===== src/rtl/afm_consts.svh =====
`ifndef AFM_CONSTS_SVH
`define AFM_CONSTS_SVH

// Register byte offsets on the AXI4-Lite slave
`define AFM_OFF_CTRL 8'h00
`define AFM_OFF_CMD 8'h04
`define AFM_OFF_STATUS 8'h08
`define AFM_OFF_TA_MASK 8'h0C
`define AFM_OFF_TA_CNT_LO 8'h10
`define AFM_OFF_TA_CNT_HI 8'h14
`define AFM_OFF_TA_ASSIGN 8'h18
`define AFM_OFF_FRAME 8'h1C

// Field positions
`define AFM_CTRL_FORCE_BIT 0
`define AFM_CMD_DEC_BIT 0
`define AFM_CMD_DIS_LSB 16
`define AFM_STAT_MODE_BIT 0
`define AFM_STAT_CNT_LSB 8
`define AFM_ASSIGN_FRAME_LSB 0
`define AFM_ASSIGN_SEQ_LSB 8
`define AFM_ASSIGN_IDX_LSB 16
`define AFM_ASSIGN_FORM_BIT 20
`define AFM_ASSIGN_LONG_BIT 21
`define AFM_ASSIGN_EXACT_BIT 22
`define AFM_ASSIGN_PEND_BIT 23

// Widths
`define AFM_ADDR_W 8
`define AFM_DATA_W 32
`define AFM_AF_CNT_W 8
`define AFM_TA_CNT_W 4
`define AFM_TA_NUM 16
`define AFM_TA_IDX_W 4
`define AFM_FRAME_W 7
`define AFM_SEQ_W 4

// Vector type and short instruction codes
`define AFM_VT_SECURE 3'h0
`define AFM_VT_SHORT_INSTR 3'h1
`define AFM_VT_ALPHA 3'h5
`define AFM_VT_HEXBIN 3'h6
`define AFM_INSTR_TA_FRAME 3'h0
`define AFM_INSTR_TA_WINDOW 3'h2

// Reset values and bus answers
`define AFM_RST_CTRL 32'h0000_0000
`define AFM_RESP_OKAY 2'h0
`define AFM_RESP_SLVERR 2'h2

`endif


===== src/rtl/afm_pkg.sv =====
package afm_pkg;

  // One received vector, as handed over by the word decoder
  typedef struct packed {
    logic valid;
    logic matched;
    logic long_addr;
    logic [2:0] vector_type_field;
    logic [2:0] short_instruction_field;
    logic [3:0] ta_index;
    logic [6:0] frame;
    logic [3:0] seq;
  } afm_vec_s;

  typedef struct packed {
    logic valid;
    logic eof;
    logic [6:0] frame;
  } afm_status_s;

  typedef struct packed {
    logic msg_vec;
    logic ta_assign;
    logic window_form;
  } afm_vclass_s;

  typedef enum logic {AFM_NORMAL, AFM_ALL_FRAME} afm_mode_e;

endpackage


===== src/rtl/afm_ctrl.sv =====
`timescale 1ns/1ps
`default_nettype none
`include "afm_consts.svh"

// Behaviour
// - Leave all-frame mode when nothing pending
// - Alphanumeric vector raises all-frame counter
// - Decrement command lowers all-frame counter
// - End of frame emits status with frame
// - All-frame mode decodes and forwards everything
// - Type 001, instruction 000/010 assigns temporary
// - Capture temporary address, frame, window, sequence
// - Long 010 assignment takes frame from message
// - Sixteen temporary addresses, each with counter
// - Each assignment vector bumps its counter, which saturates at 15
// - Temporary address stays active until disables drain its counter
// - Secure, alphanumeric, hex vectors raise counter
module afm_ctrl
  import afm_pkg::*;
(
  input wire logic clock,
  input wire logic resetn,
  input wire logic [7:0] s_axi_awaddr,
  input wire logic [2:0] s_axi_awprot,
  input wire logic s_axi_awvalid,
  output logic s_axi_awready,
  input wire logic [31:0] s_axi_wdata,
  input wire logic [3:0] s_axi_wstrb,
  input wire logic s_axi_wvalid,
  output logic s_axi_wready,
  output logic [1:0] s_axi_bresp,
  output logic s_axi_bvalid,
  input wire logic s_axi_bready,
  input wire logic [7:0] s_axi_araddr,
  input wire logic [2:0] s_axi_arprot,
  input wire logic s_axi_arvalid,
  output logic s_axi_arready,
  output logic [31:0] s_axi_rdata,
  output logic [1:0] s_axi_rresp,
  output logic s_axi_rvalid,
  input wire logic s_axi_rready,
  input wire afm_vec_s vec_in,
  input wire logic msg_valid,
  input wire logic [6:0] msg_assign_frame,
  input wire logic frame_end,
  input wire logic [6:0] frame_number,
  output afm_status_s status_out,
  output logic decode_all_frames,
  output logic [15:0] ta_active
);

  // Bus registers
  logic awready_q;
  logic wready_q;
  logic bvalid_q;
  logic [1:0] bresp_q;
  logic arready_q;
  logic rvalid_q;
  logic [1:0] rresp_q;
  logic [31:0] rdata_q;
  logic aw_hold_q;
  logic w_hold_q;
  logic [7:0] awaddr_q;
  logic [31:0] wdata_q;
  logic [3:0] wstrb_q;

  // Block state
  logic force_all_frame_bit_q;
  afm_mode_e mode_q;
  afm_status_s status_q;
  logic [15:0] ta_active_q;
  logic [6:0] last_frame_q;
  logic [6:0] asg_frame_q;
  logic [3:0] asg_seq_q;
  logic [3:0] asg_idx_q;
  logic asg_window_q;
  logic asg_long_q;
  logic asg_exact_q;
  logic long_frame_pend_q;

  logic do_write;
  logic cmd_write;
  logic decrement_all_frame_bit;
  logic [15:0] disable_temp_address_bit;
  logic [7:0] af_count;
  logic [3:0] ta_count [16];
  logic [15:0] ta_inc;
  logic [15:0] ta_nonzero;
  logic anything_pending;
  afm_vclass_s vcls;

  function automatic logic addr_mapped(input logic [7:0] a);
    case (a)
      `AFM_OFF_CTRL, `AFM_OFF_CMD, `AFM_OFF_STATUS, `AFM_OFF_TA_MASK,
      `AFM_OFF_TA_CNT_LO, `AFM_OFF_TA_CNT_HI, `AFM_OFF_TA_ASSIGN,
      `AFM_OFF_FRAME: addr_mapped = 1'b1;
      default: addr_mapped = 1'b0;
    endcase
  endfunction

  // Packs eight 4-bit temporary counters starting at base
  function automatic logic [31:0] pack_ta(input logic [3:0] cnt [16], input int base);
    logic [31:0] w;
    w = 32'h0000_0000;
    for (int i = 0; i < 8; i++) begin
      w[i*4 +: 4] = cnt[base + i];
    end
    pack_ta = w;
  endfunction

  // ---------------- Vector classification ----------------

  afm_vec_decode u_vec_decode (
    .vec(vec_in),
    .cls(vcls)
  );

  // ---------------- AXI4-Lite write path ----------------

  assign do_write = aw_hold_q && w_hold_q && !bvalid_q;
  assign cmd_write = do_write && (awaddr_q == `AFM_OFF_CMD);
  assign decrement_all_frame_bit = cmd_write && wstrb_q[0] && wdata_q[`AFM_CMD_DEC_BIT];
  assign disable_temp_address_bit[7:0] = (cmd_write && wstrb_q[2])
    ? wdata_q[`AFM_CMD_DIS_LSB +: 8] : 8'h00;
  assign disable_temp_address_bit[15:8] = (cmd_write && wstrb_q[3])
    ? wdata_q[`AFM_CMD_DIS_LSB + 8 +: 8] : 8'h00;

  always_ff @(posedge clock or negedge resetn) begin
    if (!resetn) begin
      awready_q <= 1'b0;
    end else if (awready_q && s_axi_awvalid) begin
      awready_q <= 1'b0;
    end else begin
      awready_q <= !aw_hold_q && !bvalid_q;
    end
  end

  always_ff @(posedge clock or negedge resetn) begin
    if (!resetn) begin
      wready_q <= 1'b0;
    end else if (wready_q && s_axi_wvalid) begin
      wready_q <= 1'b0;
    end else begin
      wready_q <= !w_hold_q && !bvalid_q;
    end
  end

  always_ff @(posedge clock or negedge resetn) begin
    if (!resetn) begin
      aw_hold_q <= 1'b0;
      awaddr_q <= 8'h00;
    end else if (awready_q && s_axi_awvalid) begin
      aw_hold_q <= 1'b1;
      awaddr_q <= {s_axi_awaddr[7:2], 2'h0};
    end else if (do_write) begin
      aw_hold_q <= 1'b0;
    end
  end

  always_ff @(posedge clock or negedge resetn) begin
    if (!resetn) begin
      w_hold_q <= 1'b0;
      wdata_q <= 32'h0000_0000;
      wstrb_q <= 4'h0;
    end else if (wready_q && s_axi_wvalid) begin
      w_hold_q <= 1'b1;
      wdata_q <= s_axi_wdata;
      wstrb_q <= s_axi_wstrb;
    end else if (do_write) begin
      w_hold_q <= 1'b0;
    end
  end

  always_ff @(posedge clock or negedge resetn) begin
    if (!resetn) begin
      bvalid_q <= 1'b0;
      bresp_q <= `AFM_RESP_OKAY;
    end else if (do_write) begin
      bvalid_q <= 1'b1;
      bresp_q <= addr_mapped(awaddr_q) ? `AFM_RESP_OKAY : `AFM_RESP_SLVERR;
    end else if (bvalid_q && s_axi_bready) begin
      bvalid_q <= 1'b0;
    end
  end

  always_ff @(posedge clock or negedge resetn) begin
    if (!resetn) begin
      force_all_frame_bit_q <= 1'(`AFM_RST_CTRL >> `AFM_CTRL_FORCE_BIT);
    end else if (do_write && awaddr_q == `AFM_OFF_CTRL && wstrb_q[0]) begin
      force_all_frame_bit_q <= wdata_q[`AFM_CTRL_FORCE_BIT];
    end
  end

  // ---------------- AXI4-Lite read path ----------------

  always_ff @(posedge clock or negedge resetn) begin
    if (!resetn) begin
      arready_q <= 1'b0;
    end else if (arready_q && s_axi_arvalid) begin
      arready_q <= 1'b0;
    end else begin
      arready_q <= !rvalid_q;
    end
  end

  always_ff @(posedge clock or negedge resetn) begin
    if (!resetn) begin
      rvalid_q <= 1'b0;
      rresp_q <= `AFM_RESP_OKAY;
      rdata_q <= 32'h0000_0000;
    end else if (arready_q && s_axi_arvalid) begin
      rvalid_q <= 1'b1;
      rresp_q <= addr_mapped({s_axi_araddr[7:2], 2'h0}) ? `AFM_RESP_OKAY : `AFM_RESP_SLVERR;
      case ({s_axi_araddr[7:2], 2'h0})
        `AFM_OFF_CTRL: rdata_q <= {31'h0000_0000, force_all_frame_bit_q};
        `AFM_OFF_STATUS: rdata_q <= {16'h0000, af_count, 7'h00, mode_q == AFM_ALL_FRAME};
        `AFM_OFF_TA_MASK: rdata_q <= {16'h0000, ta_active_q};
        `AFM_OFF_TA_CNT_LO: rdata_q <= pack_ta(ta_count, 0);
        `AFM_OFF_TA_CNT_HI: rdata_q <= pack_ta(ta_count, 8);
        `AFM_OFF_TA_ASSIGN: rdata_q <= {8'h00, long_frame_pend_q, asg_exact_q, asg_long_q,
          asg_window_q, asg_idx_q, 4'h0, asg_seq_q, 1'b0, asg_frame_q};
        `AFM_OFF_FRAME: rdata_q <= {25'h000_0000, last_frame_q};
        default: rdata_q <= 32'h0000_0000;
      endcase
    end else if (rvalid_q && s_axi_rready) begin
      rvalid_q <= 1'b0;
    end
  end

  // ---------------- Counters ----------------

  // Message vectors raise it; host decrement lowers it, never below zero
  afm_sat_counter #(
    .W(`AFM_AF_CNT_W)
  ) u_af_counter (
    .clock(clock),
    .resetn(resetn),
    .inc(vcls.msg_vec),
    .dec(decrement_all_frame_bit),
    .count(af_count)
  );

  // One counter per temporary address
  for (genvar g = 0; g < `AFM_TA_NUM; g++) begin : g_ta
    assign ta_inc[g] = vcls.ta_assign && (vec_in.ta_index == 4'(g));
    afm_sat_counter #(
      .W(`AFM_TA_CNT_W)
    ) u_ta_counter (
      .clock(clock),
      .resetn(resetn),
      .inc(ta_inc[g]),
      .dec(disable_temp_address_bit[g]),
      .count(ta_count[g])
    );
    assign ta_nonzero[g] = ta_count[g] != 4'h0;
  end

  // Address stays live until its counter drains
  always_ff @(posedge clock or negedge resetn) begin
    if (!resetn) begin
      ta_active_q <= 16'h0000;
    end else begin
      ta_active_q <= ta_nonzero;
    end
  end

  // ---------------- Mode control ----------------

  assign anything_pending = (af_count != 8'h00) || (ta_nonzero != 16'h0000)
    || force_all_frame_bit_q;

  always_ff @(posedge clock or negedge resetn) begin
    if (!resetn) begin
      mode_q <= AFM_NORMAL;
    end else begin
      case (mode_q)
        AFM_NORMAL: begin
          if (anything_pending || vcls.msg_vec || vcls.ta_assign) begin
            mode_q <= AFM_ALL_FRAME;
          end
        end
        AFM_ALL_FRAME: begin
          if (!anything_pending && !vcls.msg_vec && !vcls.ta_assign) begin
            mode_q <= AFM_NORMAL;
          end
        end
        default: mode_q <= AFM_NORMAL;
      endcase
    end
  end

  // ---------------- Temporary address assignment record ----------------

  // A vector and a message word in one cycle: the vector wins, a long 010 re-arms
  always_ff @(posedge clock or negedge resetn) begin
    if (!resetn) begin
      asg_frame_q <= 7'h00;
      asg_seq_q <= 4'h0;
      asg_idx_q <= 4'h0;
      asg_window_q <= 1'b0;
      asg_long_q <= 1'b0;
      asg_exact_q <= 1'b0;
      long_frame_pend_q <= 1'b0;
    end else if (vcls.ta_assign) begin
      asg_idx_q <= vec_in.ta_index;
      asg_window_q <= vcls.window_form;
      asg_long_q <= vec_in.long_addr;
      if (vcls.window_form) begin
        asg_frame_q <= {vec_in.frame[6], 6'h00};
        asg_seq_q <= vec_in.seq;
        asg_exact_q <= 1'b0;
        long_frame_pend_q <= vec_in.long_addr;
      end else begin
        asg_frame_q <= vec_in.frame;
        asg_seq_q <= 4'h0;
        asg_exact_q <= 1'b1;
        long_frame_pend_q <= 1'b0;
      end
    end else if (long_frame_pend_q && msg_valid) begin
      asg_frame_q <= msg_assign_frame;
      asg_exact_q <= 1'b1;
      long_frame_pend_q <= 1'b0;
    end
  end

  // ---------------- End of frame status ----------------

  always_ff @(posedge clock or negedge resetn) begin
    if (!resetn) begin
      status_q <= '0;
      last_frame_q <= 7'h00;
    end else begin
      status_q.valid <= frame_end;
      status_q.eof <= frame_end;
      if (frame_end) begin
        status_q.frame <= frame_number;
        last_frame_q <= frame_number;
      end
    end
  end

  // ---------------- Outputs ----------------

  assign s_axi_awready = awready_q;
  assign s_axi_wready = wready_q;
  assign s_axi_bvalid = bvalid_q;
  assign s_axi_bresp = bresp_q;
  assign s_axi_arready = arready_q;
  assign s_axi_rvalid = rvalid_q;
  assign s_axi_rresp = rresp_q;
  assign s_axi_rdata = rdata_q;
  assign status_out = status_q;
  assign decode_all_frames = mode_q == AFM_ALL_FRAME;
  assign ta_active = ta_active_q;

endmodule

`default_nettype wire


===== src/rtl/afm_sat_counter.sv =====
`timescale 1ns/1ps
`default_nettype none

module afm_sat_counter #(
  parameter int unsigned W = 8
) (
  input wire logic clock,
  input wire logic resetn,
  input wire logic inc,
  input wire logic dec,
  output logic [W-1:0] count
);

  logic [W-1:0] count_q;

  // Both at once cancel; floor at zero and ceiling at all ones
  always_ff @(posedge clock or negedge resetn) begin
    if (!resetn) begin
      count_q <= '0;
    end else if (inc && !dec && count_q != {W{1'b1}}) begin
      count_q <= count_q + 1'b1;
    end else if (dec && !inc && count_q != '0) begin
      count_q <= count_q - 1'b1;
    end
  end

  assign count = count_q;

endmodule

`default_nettype wire


===== src/rtl/afm_vec_decode.sv =====
`timescale 1ns/1ps
`default_nettype none
`include "afm_consts.svh"

module afm_vec_decode
  import afm_pkg::*;
(
  input wire afm_vec_s vec,
  output afm_vclass_s cls
);

  function automatic logic is_msg_type(input logic [2:0] t);
    is_msg_type = (t == `AFM_VT_SECURE) || (t == `AFM_VT_ALPHA) || (t == `AFM_VT_HEXBIN);
  endfunction

  logic take;

  assign take = vec.valid && vec.matched;
  assign cls.msg_vec = take && is_msg_type(vec.vector_type_field);
  assign cls.ta_assign = take && (vec.vector_type_field == `AFM_VT_SHORT_INSTR)
    && ((vec.short_instruction_field == `AFM_INSTR_TA_FRAME)
    || (vec.short_instruction_field == `AFM_INSTR_TA_WINDOW));
  assign cls.window_form = vec.short_instruction_field == `AFM_INSTR_TA_WINDOW;

endmodule

`default_nettype wire


===== config.mk =====
export PLATFORM = sky130hd
export DESIGN_NAME = afm_ctrl
export DESIGN_NICKNAME = d
export VERILOG_FILES = /design/src/rtl/afm_pkg.sv /design/src/rtl/afm_ctrl.sv /design/src/rtl/afm_sat_counter.sv /design/src/rtl/afm_vec_decode.sv
export VERILOG_INCLUDE_DIRS = /design/src /design/src/rtl
export SDC_FILE = /design/constraint.sdc
export NUM_CORES = 1
export LEC_CHECK = 0
export BUFFER_PORTS_ARGS = -buffer_cell sky130_fd_sc_hd__buf_2
export CORE_ASPECT_RATIO = 0.8
export CORE_UTILIZATION = 30
export DETAILED_ROUTE_END_ITERATION = 6
export GPL_ROUTABILITY_DRIVEN = 0
export SLEW_MARGIN = 15
export SYNTH_ARGS = -nofsm -noshare
export SYNTH_HDL_FRONTEND = slang
export SYNTH_HIERARCHICAL = 1
export SYNTH_SLANG_ARGS = --single-unit
export TNS_END_PERCENT = 30

===== constraint.sdc =====
create_clock -name clock -period 8.63 [get_ports clock]
set_input_delay 1.726 -clock clock [delete_from_list [all_inputs] [get_ports clock]]
set_output_delay 1.726 -clock clock [all_outputs]
set_load 0.03 [all_outputs]

; After elaboration in Yosys (flattened, before gate mapping)
; Memories as Yosys holds them, arrays and structs flattened.
; Index checks and enable logic that the tools add are counted.
[classes]
n_bitwise = 1
n_eq_ne = 43
n_reduce_logical = 201
muxes = 66
add_sub_neg = 34
[ops]
columns = cell, count
row1 = case mux 32 bit (7 select lines), 1
row2 = 2-to-1 mux 4 bit, 33
row3 = logical AND 1 bit, 107
row4 = "adder 4 x 1 -> 4 bit, second input constant", 16
row5 = "!= test 4 bit, second input constant", 16
row6 = nonzero test 4 bit, 16
row7 = "subtractor 4 x 1 -> 4 bit, second input constant", 16
row8 = nonzero test 2 bit, 22
row9 = logical NOT 1 bit, 40
row10 = "equality test 4 bit, second input constant", 8
row11 = 2-to-1 mux 8 bit, 4
row12 = "equality test 6 x 3 -> 1 bit, second input constant", 4
row13 = 2-to-1 mux 1 bit, 22
row14 = "equality test 4 x 3 -> 1 bit, second input constant", 4
row15 = nonzero test 16 bit, 1
row16 = 2-to-1 mux 7 bit, 2
row17 = "equality test 6 x 2 -> 1 bit, second input constant", 2
row18 = logical NOT 3 bit, 4
row19 = "adder 8 x 1 -> 8 bit, second input constant", 1
row20 = "equality test 4 x 2 -> 1 bit, second input constant", 2
row21 = logical NOT 8 bit, 1
row22 = "!= test 8 bit, second input constant", 1
row23 = nonzero test 8 bit, 1
row24 = "subtractor 8 x 1 -> 8 bit, second input constant", 1
row25 = 12 further kinds, 20
[word_totals]
mem_bits_ro = 64
reg_bits = 202
word_cells = 389
memories = 2
[mem_list]
columns = memory, depth, width, rd, rd_ports_with_merged_regs, wr, line_no
row1 = (no name shown), 32, 1, 1, 0, 0, afm_ctrl.sv:93  ; case (a)
row2 = (no name shown), 32, 1, 1, 0, 0, afm_ctrl.sv:93

; Depth between registers and ports, before layout
; Gate-level depths: netlist (run 1).
[logic_depth]
word_depth = 9
ltp_mapped = 12

; Cells and area by module
; Netlist (run 1), hierarchy kept.
[by_module_without_submodules]
columns = module, instances, area_per_inst_um2, cells_each
row1 = afm_ctrl, 1, 5315.1, 481
row2 = afm_sat_counter at g_ta[0].u_ta_counter ..., 16, 256.5, 20
row3 = afm_sat_counter at u_af_counter, 1, 726.9, 69
row4 = afm_vec_decode, 1, 58.8, 8

; Worst setup path after synthesis (run 1)
; OpenSTA, ideal clock, no wires.
[synth_timing]
kind = input port to flip-flop
startpoint = input port vec_in[15] (netlist name)
endpoint = register g_ta[4].u_ta_counter.count_q[3]
path_stages = 12
setup_ns = 0.079
t_arrival_ns = 4.498
n_path_buf = 2
t_required_ns = 8.551
setup_slack_ns = 4.053
path_cell_list = or4b_1 nor3_2 clkbuf_1 buf_2 nand3b_1 nor3_1 nand3b_1 ha_1 a21o_2 a21oi_1 mux2i_1 xor2_1
[synth_rtl]
columns = element, line_no
row1 = start: declaration, afm_ctrl.sv:42  ; input wire afm_vec_s vec_in,
row2 = end signal: assignment, afm_sat_counter.sv:21  ; count_q <= count_q + 1'b1;
row3 = end signal: assignment, afm_sat_counter.sv:23  ; count_q <= count_q - 1'b1;
row4 = end: declaration, afm_sat_counter.sv:14  ; logic [W-1:0] count_q;

==> results.sh, run 1 <==
export IMPL_finClkSkew_ns=0.0140
export IMPL_grtUsageTotal_pct=16.4
export IMPL_dieArea_um2=34800
export IMPL_via_count=7484
export IMPL_rsz0062_at_grt="no"
export IMPL_ys_seq_elements=184
export IMPL_yosysUniqueCellTypes=64
export IMPL_syn_to_final_growth_pct=17.7
export IMPL_yosys_warnings=6
export IMPL_cts_tree="built"
export IMPL_drt_iter0_drc=407
export IMPL_insertedDiodeCount=0
export IMPL_cts_buffer_depth=2
export IMPL_start_kind="input pin"
export IMPL_grt_max_degree=112
export IMPL_worstSkewPairLatency_ns=0.46
export IMPL_criticalPathCategory="input pin to flop"
export IMPL_fmax_mhz=219
export IMPL_drt_vias_per_instance=5.09
export IMPL_routedWlPerCell_um=18.5
export IMPL_drv_slew=0
export IMPL_drv_cap=0
export IMPL_synth_avg_cell_area_um2=11.6
export IMPL_clock_root_buffer="clkbuf_16"
export IMPL_stdcell_count=1469
export IMPL_die_h_um=167
export IMPL_synthArstFlopShare_pct=100
export IMPL_numCtsBuffers=17
export IMPL_syn_inst=878
export IMPL_dpl_cell_area_um2=11400
export IMPL_fin_crit_ns=4.57
export IMPL_clkTransAtPathRegs_ns=0.07
export IMPL_tns_ns=0
export IMPL_critical_path_arrival_ns=4.94
export IMPL_required_ns=9.01
export IMPL_h_tree_depth=4
export IMPL_nNetsFinal=1182
export IMPL_worstSetupEndpointType="flop"
export IMPL_hold_class="flop to flop"
export IMPL_cts_sinks=184
export IMPL_hpwl_um=20100
export IMPL_synth_edf_count=0
export IMPL_power_leakage_nw=5.99
export IMPL_relSlewSlack_pct=34.9
export IMPL_post_cts_resized=0
export IMPL_drive_above_1_share_pct=29.3
export IMPL_setup_viol=0
export IMPL_dieWidth_um=208
export IMPL_worst_hold_slack_ns=0.474
export IMPL_crit_path_max_fanout=27
export IMPL_first_global_vias=7336
export IMPL_peakVddDrop_mv=0.158
export IMPL_core_um2=33600
export IMPL_ios=172
export IMPL_register_area_um2=4600
export IMPL_grt_antenna_before_repair=0
export IMPL_numPlacedInstances=1437
export IMPL_final_util_pct=35.8
export IMPL_cts_hold_buffers=0
export IMPL_worstRegToRegCells=10
export IMPL_pre_cts_slack_ns=3.58
export IMPL_wirelength_um=27200
export IMPL_status="complete, no violations"
export IMPL_multiInputGateArea_um2=5440
export IMPL_syn_area_um2=10200
export IMPL_drtPass1Iterations=5
export IMPL_postRouteAntennaNets=0
export IMPL_period_share_pct=52.9
export IMPL_start_util_pct=30.4
export IMPL_synth_main_ff_cell="dfrtp_1"
export IMPL_grt_pass1_wl_um=42800
export IMPL_gr_total_overflow=0
export IMPL_worst_pin_slew_ns=0.976
export IMPL_layout_setup_ws_ns=4.06
export IMPL_row_count=60
export IMPL_filler_cell_count=3342
export IMPL_powerDensity_nw_per_um2=212
export IMPL_min_path_cells=1
export IMPL_place_port_buffers=143
export IMPL_synth_seq_area_share_pct=45.1
export IMPL_design_area_um2=12000
export IMPL_post_cts_buffers=0
export IMPL_finalPower_mw=2.55
export IMPL_drc=0
export IMPL_final_hold_viol_count=0
routing by layer:
| layer | global-route usage (%) | up-vias | share of wire (%) |
|---|---|---|---|
| met5 | 0 | - | 0 |
| met4 | 5.73 | 0 | 2.0 |
| met3 | 4.49 | 25 | 5.3 |
| met2 | 23.7 | 180 | 44 |
| met1 | 23.2 | 3758 | 49 |
| li1 | - | 3521 | - |
Yosys cell counts (3+ instances only):
cell type	n	share of area [%]
or4_1	30	2.2
buf_2	8	0.39
dfrtp_1	184	45
or4_4	5	0.55
ha_1	38	4.7
nand2_2	16	0.98
nand4_1	20	1.2
a211oi_1	3	0.22
inv_1	12	0.44
a21oi_1	38	1.9
o21ai_0	32	1.6
mux2i_1	51	5.0
nor4_1	5	0.31
nand3_1	14	0.69
mux2_2	46	5.1
o21ai_1	6	0.29
a22o_1	5	0.43
nor3b_1	4	0.29
o221ai_1	7	0.60
xor2_1	51	4.4
nor3_1	8	0.39
o22ai_1	4	0.25
nand2b_1	6	0.37
nor2_1	29	1.1
or3b_2	4	0.34
o22a_1	3	0.26
fa_1	17	3.3
nor2b_1	13	0.80
nand3b_1	21	1.5
nand2_1	43	1.6
mux2_4	6	0.88
a22oi_1	13	0.96
nand3b_2	16	1.8
a21o_2	16	1.4
a221o_1	4	0.39
buf_4	5	0.37
mux2_1	33	3.6
and3_1	3	0.18
and2_1	17	1.0
clkbuf_1	11	0.40
layout make-up:
type / instances / area share (%)
Sequential cell: 184 / 38.3
Inverter: 13 / 0.406
Tap cell: 434 / 4.52
Clock inverter: 15 / 1.46
Clock buffer: 17 / 3.54
Multi-Input combinational cell: 656 / 45.3
Timing Repair Buffer: 150 / 6.47
report_power, final:
part           internal [mW]  leakage, nW  switching [mW]
Clock                  0.456        0.286           0.362
Sequential             0.997         2.42           0.145
Combinational          0.275         3.28           0.311
Total                   1.73         5.99           0.818
sequential cells by signal, summed over array words and instances (netlist names), 3 cells and up:
register / flops
awaddr_q: 6
ta_active: 16
asg_frame_q: 7
u_af_counter/count: 8
asg_seq_q: 4
status_out: 8
asg_idx_q: 4
g_ta.u_ta_counter/count: 64
wdata_q: 17
s_axi_rdata: 32
wstrb_q: 3
critical path: stages:
cell and delay, ns:
buf_2 0.10, or4b_1 0.57, nor3_4 0.33, buf_4 0.38, nand3b_1 0.23, nor3_1 0.24, nand3b_1 0.24, ha_1 0.34
a21o_2 0.20, a21oi_1 0.17, mux2i_1 0.24, xor2_1 0.15
cells by family after synthesis:
family	share of synthesized area (%)
flops	45.1
simple gates	16.5
xor+xnor	4.55
compound gates	9.51
buf+inv	1.72
mux	14.6
fa+ha+maj	7.99
other cells	0.0367
path summary, 6_finish.rpt:
| check | start | to | slack (ns) |
|---|---|---|---|
| min reg2reg | s_axi_rvalid$_DFFE_PN0P_ | s_axi_arready$_DFF_PN0_ | 0.47 |
| max reg2reg | awaddr_q[5]$_DFFE_PN0P_ | g_ta[13].u_ta_counter/count[3]$_DFFE_PN0P_ | 5.13 |
| max in group asynchronous | resetn | wdata_q[0]$_DFFE_PN0P_ | 5.67 |
| min in group asynchronous | resetn | s_axi_rdata[13]$_DFFE_PN0P_ | 1.41 |
| max | vec_in[15] | g_ta[4].u_ta_counter/count[3]$_DFFE_PN0P_ | 4.06 |
| min | s_axi_rvalid$_DFFE_PN0P_ | s_axi_arready$_DFF_PN0_ | 0.47 |
placed cells by master (no fill, tap or decap), types with 4 or more instances in the layout:
cell        netlist  final
or4_4             5      5
nand3_1          14     14
mux2i_1          51     51
nor3_1            8      8
nor2b_1          13     13
mux2_1           33     33
nand2b_1          6      6
ha_1             38     38
or4_1            30     30
nor4_1            5      5
buf_4             5      7
nor3b_1           4      4
o221ai_1          7      7
inv_1            12     12
a21oi_1          38     38
or3b_2            4      4
mux2_4            6      6
fa_1             17     17
nand2_1          43     43
and2_1           17     17
clkbuf_16         0     17
nand3b_2         16     16
nand4_1          20     20
buf_2             8    142
mux2_2           46     46
a22o_1            5      5
clkinvlp_4        0      4
nand2_2          16     16
a221o_1           4      4
xor2_1           51     51
clkinv_2          0      4
o21ai_0          32     32
dfrtp_1         184    184
o22ai_1           4      4
a21o_2           16     16
nor2_1           29     29
nand3b_1         21     21
o21ai_1           6      6
a22oi_1          13     13
Note: power is estimated with default switching activity, not from simulation.
==> run 2, diff against run 1 <==
--- a/config.mk
+++ b/config.mk
@@ -6,6 +6,7 @@
 export SDC_FILE = /design/constraint.sdc
 export NUM_CORES = 1
 export LEC_CHECK = 0
+export ABC_AREA = 1
 export BUFFER_PORTS_ARGS = -buffer_cell sky130_fd_sc_hd__buf_2
 export CORE_ASPECT_RATIO = 0.8
 export CORE_UTILIZATION = 30
==> constraint.sdc (replaced) <==
create_clock -name clock -period 4.65 [get_ports clock]
set_input_delay 0.93 -clock clock [delete_from_list [all_inputs] [get_ports clock]]
set_output_delay 0.93 -clock clock [all_outputs]
set_load 0.03 [all_outputs]
==> results.sh, run 2 <==
export IMPL_drt_vias_per_instance=4.79
export IMPL_crit_path_max_fanout=8
export IMPL_cts_hold_buffers=0
export IMPL_relSlewSlack_pct=43.3
export IMPL_yosysMostFrequentCell="nand2_1"
export IMPL_design_area_um2=13400
export IMPL_mostFrequentLayoutCell="nand2_1"
export IMPL_drive_above_1_share_pct=18.1
export IMPL_synthArstFlopShare_pct=100
export IMPL_numCtsBuffers=17
export IMPL_yosys_warnings=6
export IMPL_drv_cap=0
export IMPL_peakVddDrop_mv=0.199
export IMPL_place_port_buffers=143
export IMPL_die_h_um=177
export IMPL_yosysTopAreaCellShare_pct=40.0
export IMPL_worstRegToRegCells=13
export IMPL_period_share_pct=77.5
export IMPL_grt_max_degree=109
export IMPL_finClkSkew_ns=0.00994
export IMPL_synth_avg_cell_area_um2=7.72
export IMPL_path_cells="buf_2, nor2_1, nand2_1, nor3_2, buf_4, nand2_1, nor3_1, inv_1, nor2_1, o21ai_4, ha_1, or2_0, nand2_1, nand3_1, nand3_2, nand2_1, nand2_1"
export IMPL_syn_inst=1493
export IMPL_r2r_start="s_axi_bvalid$_DFFE_PN0P_"
export IMPL_crit_path_start="vec_in[15]"
export IMPL_cts_buffer_depth=2
export IMPL_critPathMaxStageDelay_ns=0.51
export IMPL_start_kind="input pin"
export IMPL_ff2ff_setup_slack_ns=1.63
export IMPL_status="complete, no violations"
export IMPL_nNetsFinal=1798
export IMPL_h_tree_depth=4
export IMPL_netlist_top_cells_count="470 x nand2_1, 211 x nor2_1, 184 x dfrtp_1"
export IMPL_cts_tree="built"
export IMPL_worstSkewPairLatency_ns=0.45
export IMPL_worst_pin_slew_ns=0.851
export IMPL_synth_top_cells_by_area="dfrtp_1 40%, nand2_1 15%, nor2_1 6.9%, ha_1 4.1%, nand3_1 4.1%"
export IMPL_post_cts_buffers=0
export IMPL_drc=0
export IMPL_cts_sinks=184
export IMPL_required_ns=5.04
export IMPL_routedWlPerCell_um=15.2
export IMPL_ys_seq_elements=184
export IMPL_clock_root_buffer="clkbuf_16"
export IMPL_criticalPathCategory="input pin to flop"
export IMPL_worstSetupEndpointType="flop"
export IMPL_tns_ns=0
export IMPL_drtPass1Iterations=5
export IMPL_dieArea_um2=39200
export IMPL_start_util_pct=30.8
export IMPL_core_um2=37400
export IMPL_dieWidth_um=221
export IMPL_postRouteAntennaNets=0
export IMPL_powerDensity_nw_per_um2=350
export IMPL_fmax_mhz=278
export IMPL_numPlacedInstances=2106
export IMPL_first_global_vias=9597
export IMPL_worst_path_buf_inv=3
export IMPL_synth_edf_count=0
export IMPL_finalPower_mw=4.68
export IMPL_gr_total_overflow=0
export IMPL_setup_viol=0
export IMPL_grt_antenna_before_repair=4
export IMPL_yosysUniqueCellTypes=44
export IMPL_critPathMostFrequentCell="nand2_1"
export IMPL_crit_end="g_ta[10].u_ta_counter/count[3]$_DFFE_PN0P_"
export IMPL_rsz0062_at_grt="no"
export IMPL_drv_slew=0
export IMPL_final_hold_viol_count=0
export IMPL_synth_seq_area_share_pct=40.0
export IMPL_syn_area_um2=11500
export IMPL_wirelength_um=32600
export IMPL_row_count=63
export IMPL_pre_cts_slack_ns=0.561
export IMPL_post_cts_resized=0
export IMPL_via_count=10259
export IMPL_crit_family="simple AND/OR/NAND/NOR gates"
export IMPL_largest_reg_flops=64
export IMPL_critical_path_arrival_ns=3.99
export IMPL_final_cell_mix="470 x nand2_1, 211 x nor2_1, 184 x dfrtp_1"
export IMPL_stdcell_count=2140
export IMPL_crit_cells=17
export IMPL_fin_crit_ns=3.60
export IMPL_syn_to_final_growth_pct=16.0
export IMPL_synth_top_area_cell="dfrtp_1"
export IMPL_synth_main_ff_cell="dfrtp_1"
export IMPL_grtUsageTotal_pct=17.0
export IMPL_hpwl_um=24700
export IMPL_power_leakage_nw=6.75
export IMPL_hold_class="flop to flop"
export IMPL_timing_rr_end="g_ta[0].u_ta_counter/count[3]$_DFFE_PN0P_"
export IMPL_worst_path_max_delay_cell="nor3_1"
export IMPL_layout_setup_ws_ns=1.05
export IMPL_drt_iter0_drc=759
export IMPL_dpl_cell_area_um2=12800
export IMPL_ios=172
export IMPL_grt_pass1_wl_um=51900
export IMPL_clkTransAtPathRegs_ns=0.07
## run 2: cell type report
class,instances,area [um^2]
Fill cell,3911,24100
Multi-Input combinational cell,1157,6290
Sequential cell,184,4600
Timing Repair Buffer,150,790
Tap cell,487,609
Inverter,128,483
Clock buffer,20,467
Clock inverter,12,114
Antenna cell,2,5.00
## run 2: routing by layer
| layer | vias to the layer above | wire (um) | GRT usage, % |
|---|---|---|---|
| met5 | - | 23 | 0 |
| met4 | 4 | 615 | 5.39 |
| met3 | 38 | 2140 | 3.81 |
| met2 | 306 | 13600 | 24.8 |
| met1 | 4809 | 16200 | 24.7 |
| li1 | 5102 | - | - |
## run 2: kinds of logic after synthesis
family / synth area share, %
buffers and inverters: 5.46
muxes: 1.47
xor gates and xnor gates: 2.74
AOI/OAI and AO/OA: 7.36
and+or+nand+nor: 35.9
adders and majority gates: 7.08
other: 0.0325
DFF: 40.0
## run 2: power by group
group / switching (mW) / total (mW) / internal (mW)
sequential: 0.231 / 2.08 / 1.85
combinational: 0.726 / 1.13 / 0.403
clock: 0.678 / 1.47 / 0.788
## run 2: worst min path at each step
stage	start	endpoint	slack [ns]	depth (start not counted)
5_1_grt	s_axi_rvalid$_DFFE_PN0P_	s_axi_arready$_DFF_PN0_	0.46	1
6_report	s_axi_rvalid$_DFFE_PN0P_	s_axi_arready$_DFF_PN0_	0.44	1
2_1_floorplan	asg_idx_q[0]$_DFFE_PN0P_	asg_idx_q[0]$_DFFE_PN0P_	0.44	2
4_1_cts	s_axi_rvalid$_DFFE_PN0P_	s_axi_arready$_DFF_PN0_	0.44	1
3_5_place_dp	s_axi_rvalid$_DFFE_PN0P_	s_axi_arready$_DFF_PN0_	0.43	1
3_3_place_gp	s_axi_rvalid$_DFFE_PN0P_	s_axi_arready$_DFF_PN0_	0.42	1
## run 2: metrics by stage
stage	util, %	hold slack [ns]
6_report	35.7	0.438
5_1_grt	35.7	0.459
4_1_cts	35.7	0.444
3_5_place_dp	34.1	0.433
3_3_place_gp	34.1	0.421
2_1_floorplan	-	0.442
==> run 3, diff against run 2 <==
--- a/config.mk
+++ b/config.mk
@@ -6,7 +6,7 @@
 export SDC_FILE = /design/constraint.sdc
 export NUM_CORES = 1
 export LEC_CHECK = 0
-export ABC_AREA = 1
+export ABC_AREA = 0
 export BUFFER_PORTS_ARGS = -buffer_cell sky130_fd_sc_hd__buf_2
 export CORE_ASPECT_RATIO = 0.8
 export CORE_UTILIZATION = 30
==> constraint.sdc (replaced) <==
create_clock -name clock -period 3.3 [get_ports clock]
set_input_delay 0.66 -clock clock [delete_from_list [all_inputs] [get_ports clock]]
set_output_delay 0.66 -clock clock [all_outputs]
set_load 0.03 [all_outputs]
==> results.sh, run 3 (synthesized netlist as in run 1, its figures left out) <==
export IMPL_power_leakage_nw=6.29
export IMPL_grtUsageTotal_pct=17.3
export IMPL_clkTransAtPathRegs_ns=0.07
export IMPL_power_internal_mw=4.75
export IMPL_criticalPathCategory="input pin to flop"
export IMPL_via_count=7686
export IMPL_grt_antenna_before_repair=1
export IMPL_dieWidth_um=208
export IMPL_start_util_pct=30.4
export IMPL_postRouteAntennaNets=0
export IMPL_core_um2=33600
export IMPL_pwr_share_comb_pct=25.7
export IMPL_routedWlPerCell_um=19.1
export IMPL_ff2ff_setup_slack_ns=0.21
export IMPL_post_cts_buffers=0
export IMPL_drtPass1Iterations=5
export IMPL_cts_tree="built"
export IMPL_switching_power_mw=2.21
export IMPL_swShare_pct=31.7
export IMPL_p_seq_share_pct=42.3
export IMPL_status="complete, no violations"
export IMPL_r2r_start="awaddr_q[5]$_DFFE_PN0P_"
export IMPL_grt_pass1_wl_um=45400
export IMPL_numCtsBuffers=17
export IMPL_peakVddDrop_mv=0.356
export IMPL_syn_to_final_growth_pct=22.5
export IMPL_drt_vias_per_instance=5.04
export IMPL_worstRegToRegCells=12
export IMPL_clock_root_buffer="clkbuf_16"
export IMPL_crit_family="simple AND/OR/NAND/NOR gates"
export IMPL_drt_iter0_drc=409
export IMPL_dieArea_um2=34800
export IMPL_first_global_vias=7643
export IMPL_critical_path_arrival_ns=3.46
export IMPL_period_share_pct=94.7
export IMPL_mostFrequentLayoutCell="dfrtp_1"
export IMPL_worst_hold_slack_ns=0.214
export IMPL_drc=0
export IMPL_hpwl_um=22200
export IMPL_finClkSkew_ns=0.00920
export IMPL_h_tree_depth=4
export IMPL_die_h_um=167
export IMPL_setup_viol=0
export IMPL_cts_buffer_depth=2
export IMPL_largest_reg_flops=64
export IMPL_clockPowerShare_pct=32.0
export IMPL_drv_cap=0
export IMPL_place_port_buffers=143
export IMPL_path_cells="buf_2, or4b_1, nor3_4, or3b_2, nor2_1, nand3b_1, buf_4, fa_1, xor2_1, mux2_1"
export IMPL_relSlewSlack_pct=20.8
export IMPL_rsz0062_at_grt="no"
export IMPL_hold_class="input pin to async pin"
export IMPL_row_count=60
export IMPL_worst_path_max_delay_cell="or4b_1"
export IMPL_required_ns=3.64
export IMPL_ios=172
export IMPL_drive_above_1_share_pct=33.4
export IMPL_finalPower_mw=6.95
export IMPL_cts_hold_buffers=0
export IMPL_filler_cell_count=3313
export IMPL_post_cts_resized=0
export IMPL_worst_pin_slew_ns=1.19
export IMPL_fin_crit_ns=3.12
export IMPL_timing_rr_end="u_af_counter/count[5]$_DFFE_PN0P_"
export IMPL_grt_max_degree=68
export IMPL_worstSkewPairLatency_ns=0.46
export IMPL_start_kind="input pin"
export IMPL_final_cell_mix="184 x dfrtp_1, 142 x buf_2, 61 x buf_4"
export IMPL_insertedDiodeCount=0
export IMPL_worst_path_buf_inv=2
export IMPL_worstSetupEndpointType="flop"
export IMPL_powerDensity_nw_per_um2=556
export IMPL_fmax_mhz=320
export IMPL_nNetsFinal=1238
export IMPL_cts_sinks=184
export IMPL_gr_total_overflow=0
export IMPL_wirelength_um=29100
export IMPL_critPathMaxStageDelay_ns=0.57
export IMPL_crit_path_max_fanout=4
export IMPL_final_hold_viol_count=0
export IMPL_drv_slew=0
## run 3: cell count changes in the layout (fill, tap and decap cells not counted), sizes merged, moves of 51 or more
cell,before,now
inv,132,16
buf,149,205
nor2,221,29
mux2i,0,51
nand2,509,60
mux2,15,85
nand3,111,14
## run 3: per-layer routing
metal	wire, um	vias to the layer above	global-route usage (%)
met3	1580	33	4.87
met4	612	0	5.19
met2	13000	180	25.9
li1	-	3645	-
met5	0	-	0
met1	13900	3828	24.2
## run 3: worst max-delay path by stage
stage | startpoint | to | cells past startpoint
2_1_floorplan | vec_in[15] | g_ta[0].u_ta_counter/count[3]$_DFFE_PN0P_ | 10
3_3_place_gp | vec_in[15] | g_ta[9].u_ta_counter/count[3]$_DFFE_PN0P_ | 11
3_5_place_dp | vec_in[15] | g_ta[0].u_ta_counter/count[3]$_DFFE_PN0P_ | 11
4_1_cts | vec_in[15] | g_ta[0].u_ta_counter/count[3]$_DFFE_PN0P_ | 11
5_1_grt | awaddr_q[5]$_DFFE_PN0P_ | g_ta[7].u_ta_counter/count[3]$_DFFE_PN0P_ | 12
6_report | vec_in[15] | g_ta[9].u_ta_counter/count[2]$_DFFE_PN0P_ | 10
## run 3: stage by stage
step / cell area (um^2) / instances / setup TNS, ns / utilization, % / setup WS, ns
final: 12500 / 1524 / 0 / 37.3 / 0.176
after global routing: 12500 / 1524 / 0 / 37.3 / 0.000693
after CTS: 12500 / 1524 / 0 / 37.2 / 0.122
after detailed placement: 11900 / 1493 / -6.20 / 35.4 / -0.335
after global placement: 11900 / 1493 / -4.73 / 35.4 / -0.291
after floorplan: 10200 / 879 / -0.0464 / - / -0.0296
## run 3: cell type report
class | count | area, um^2 | share of cell area (%)
timing repair buffer | 206 | 1220 | 9.78
tap | 434 | 543 | 4.34
multi-input combinational | 656 | 5460 | 43.7
inverter | 13 | 48.8 | 0.390
clock buffer | 17 | 425 | 3.40
clock inverter | 14 | 196 | 1.57
sequential | 184 | 4600 | 36.8
## run 3: power by group through the flow
| stage | clock (mW) | sequential, mW | combinational (mW) |
|---|---|---|---|
| floorplan | 0 | 2.99 | 1.02 |
| global placement | 0 | 2.97 | 1.74 |
| detailed placement | 0 | 2.98 | 1.78 |
| CTS | 2.27 | 2.94 | 1.79 |
| global route | 2.36 | 2.99 | 1.96 |
| finish | 2.22 | 2.94 | 1.79 |
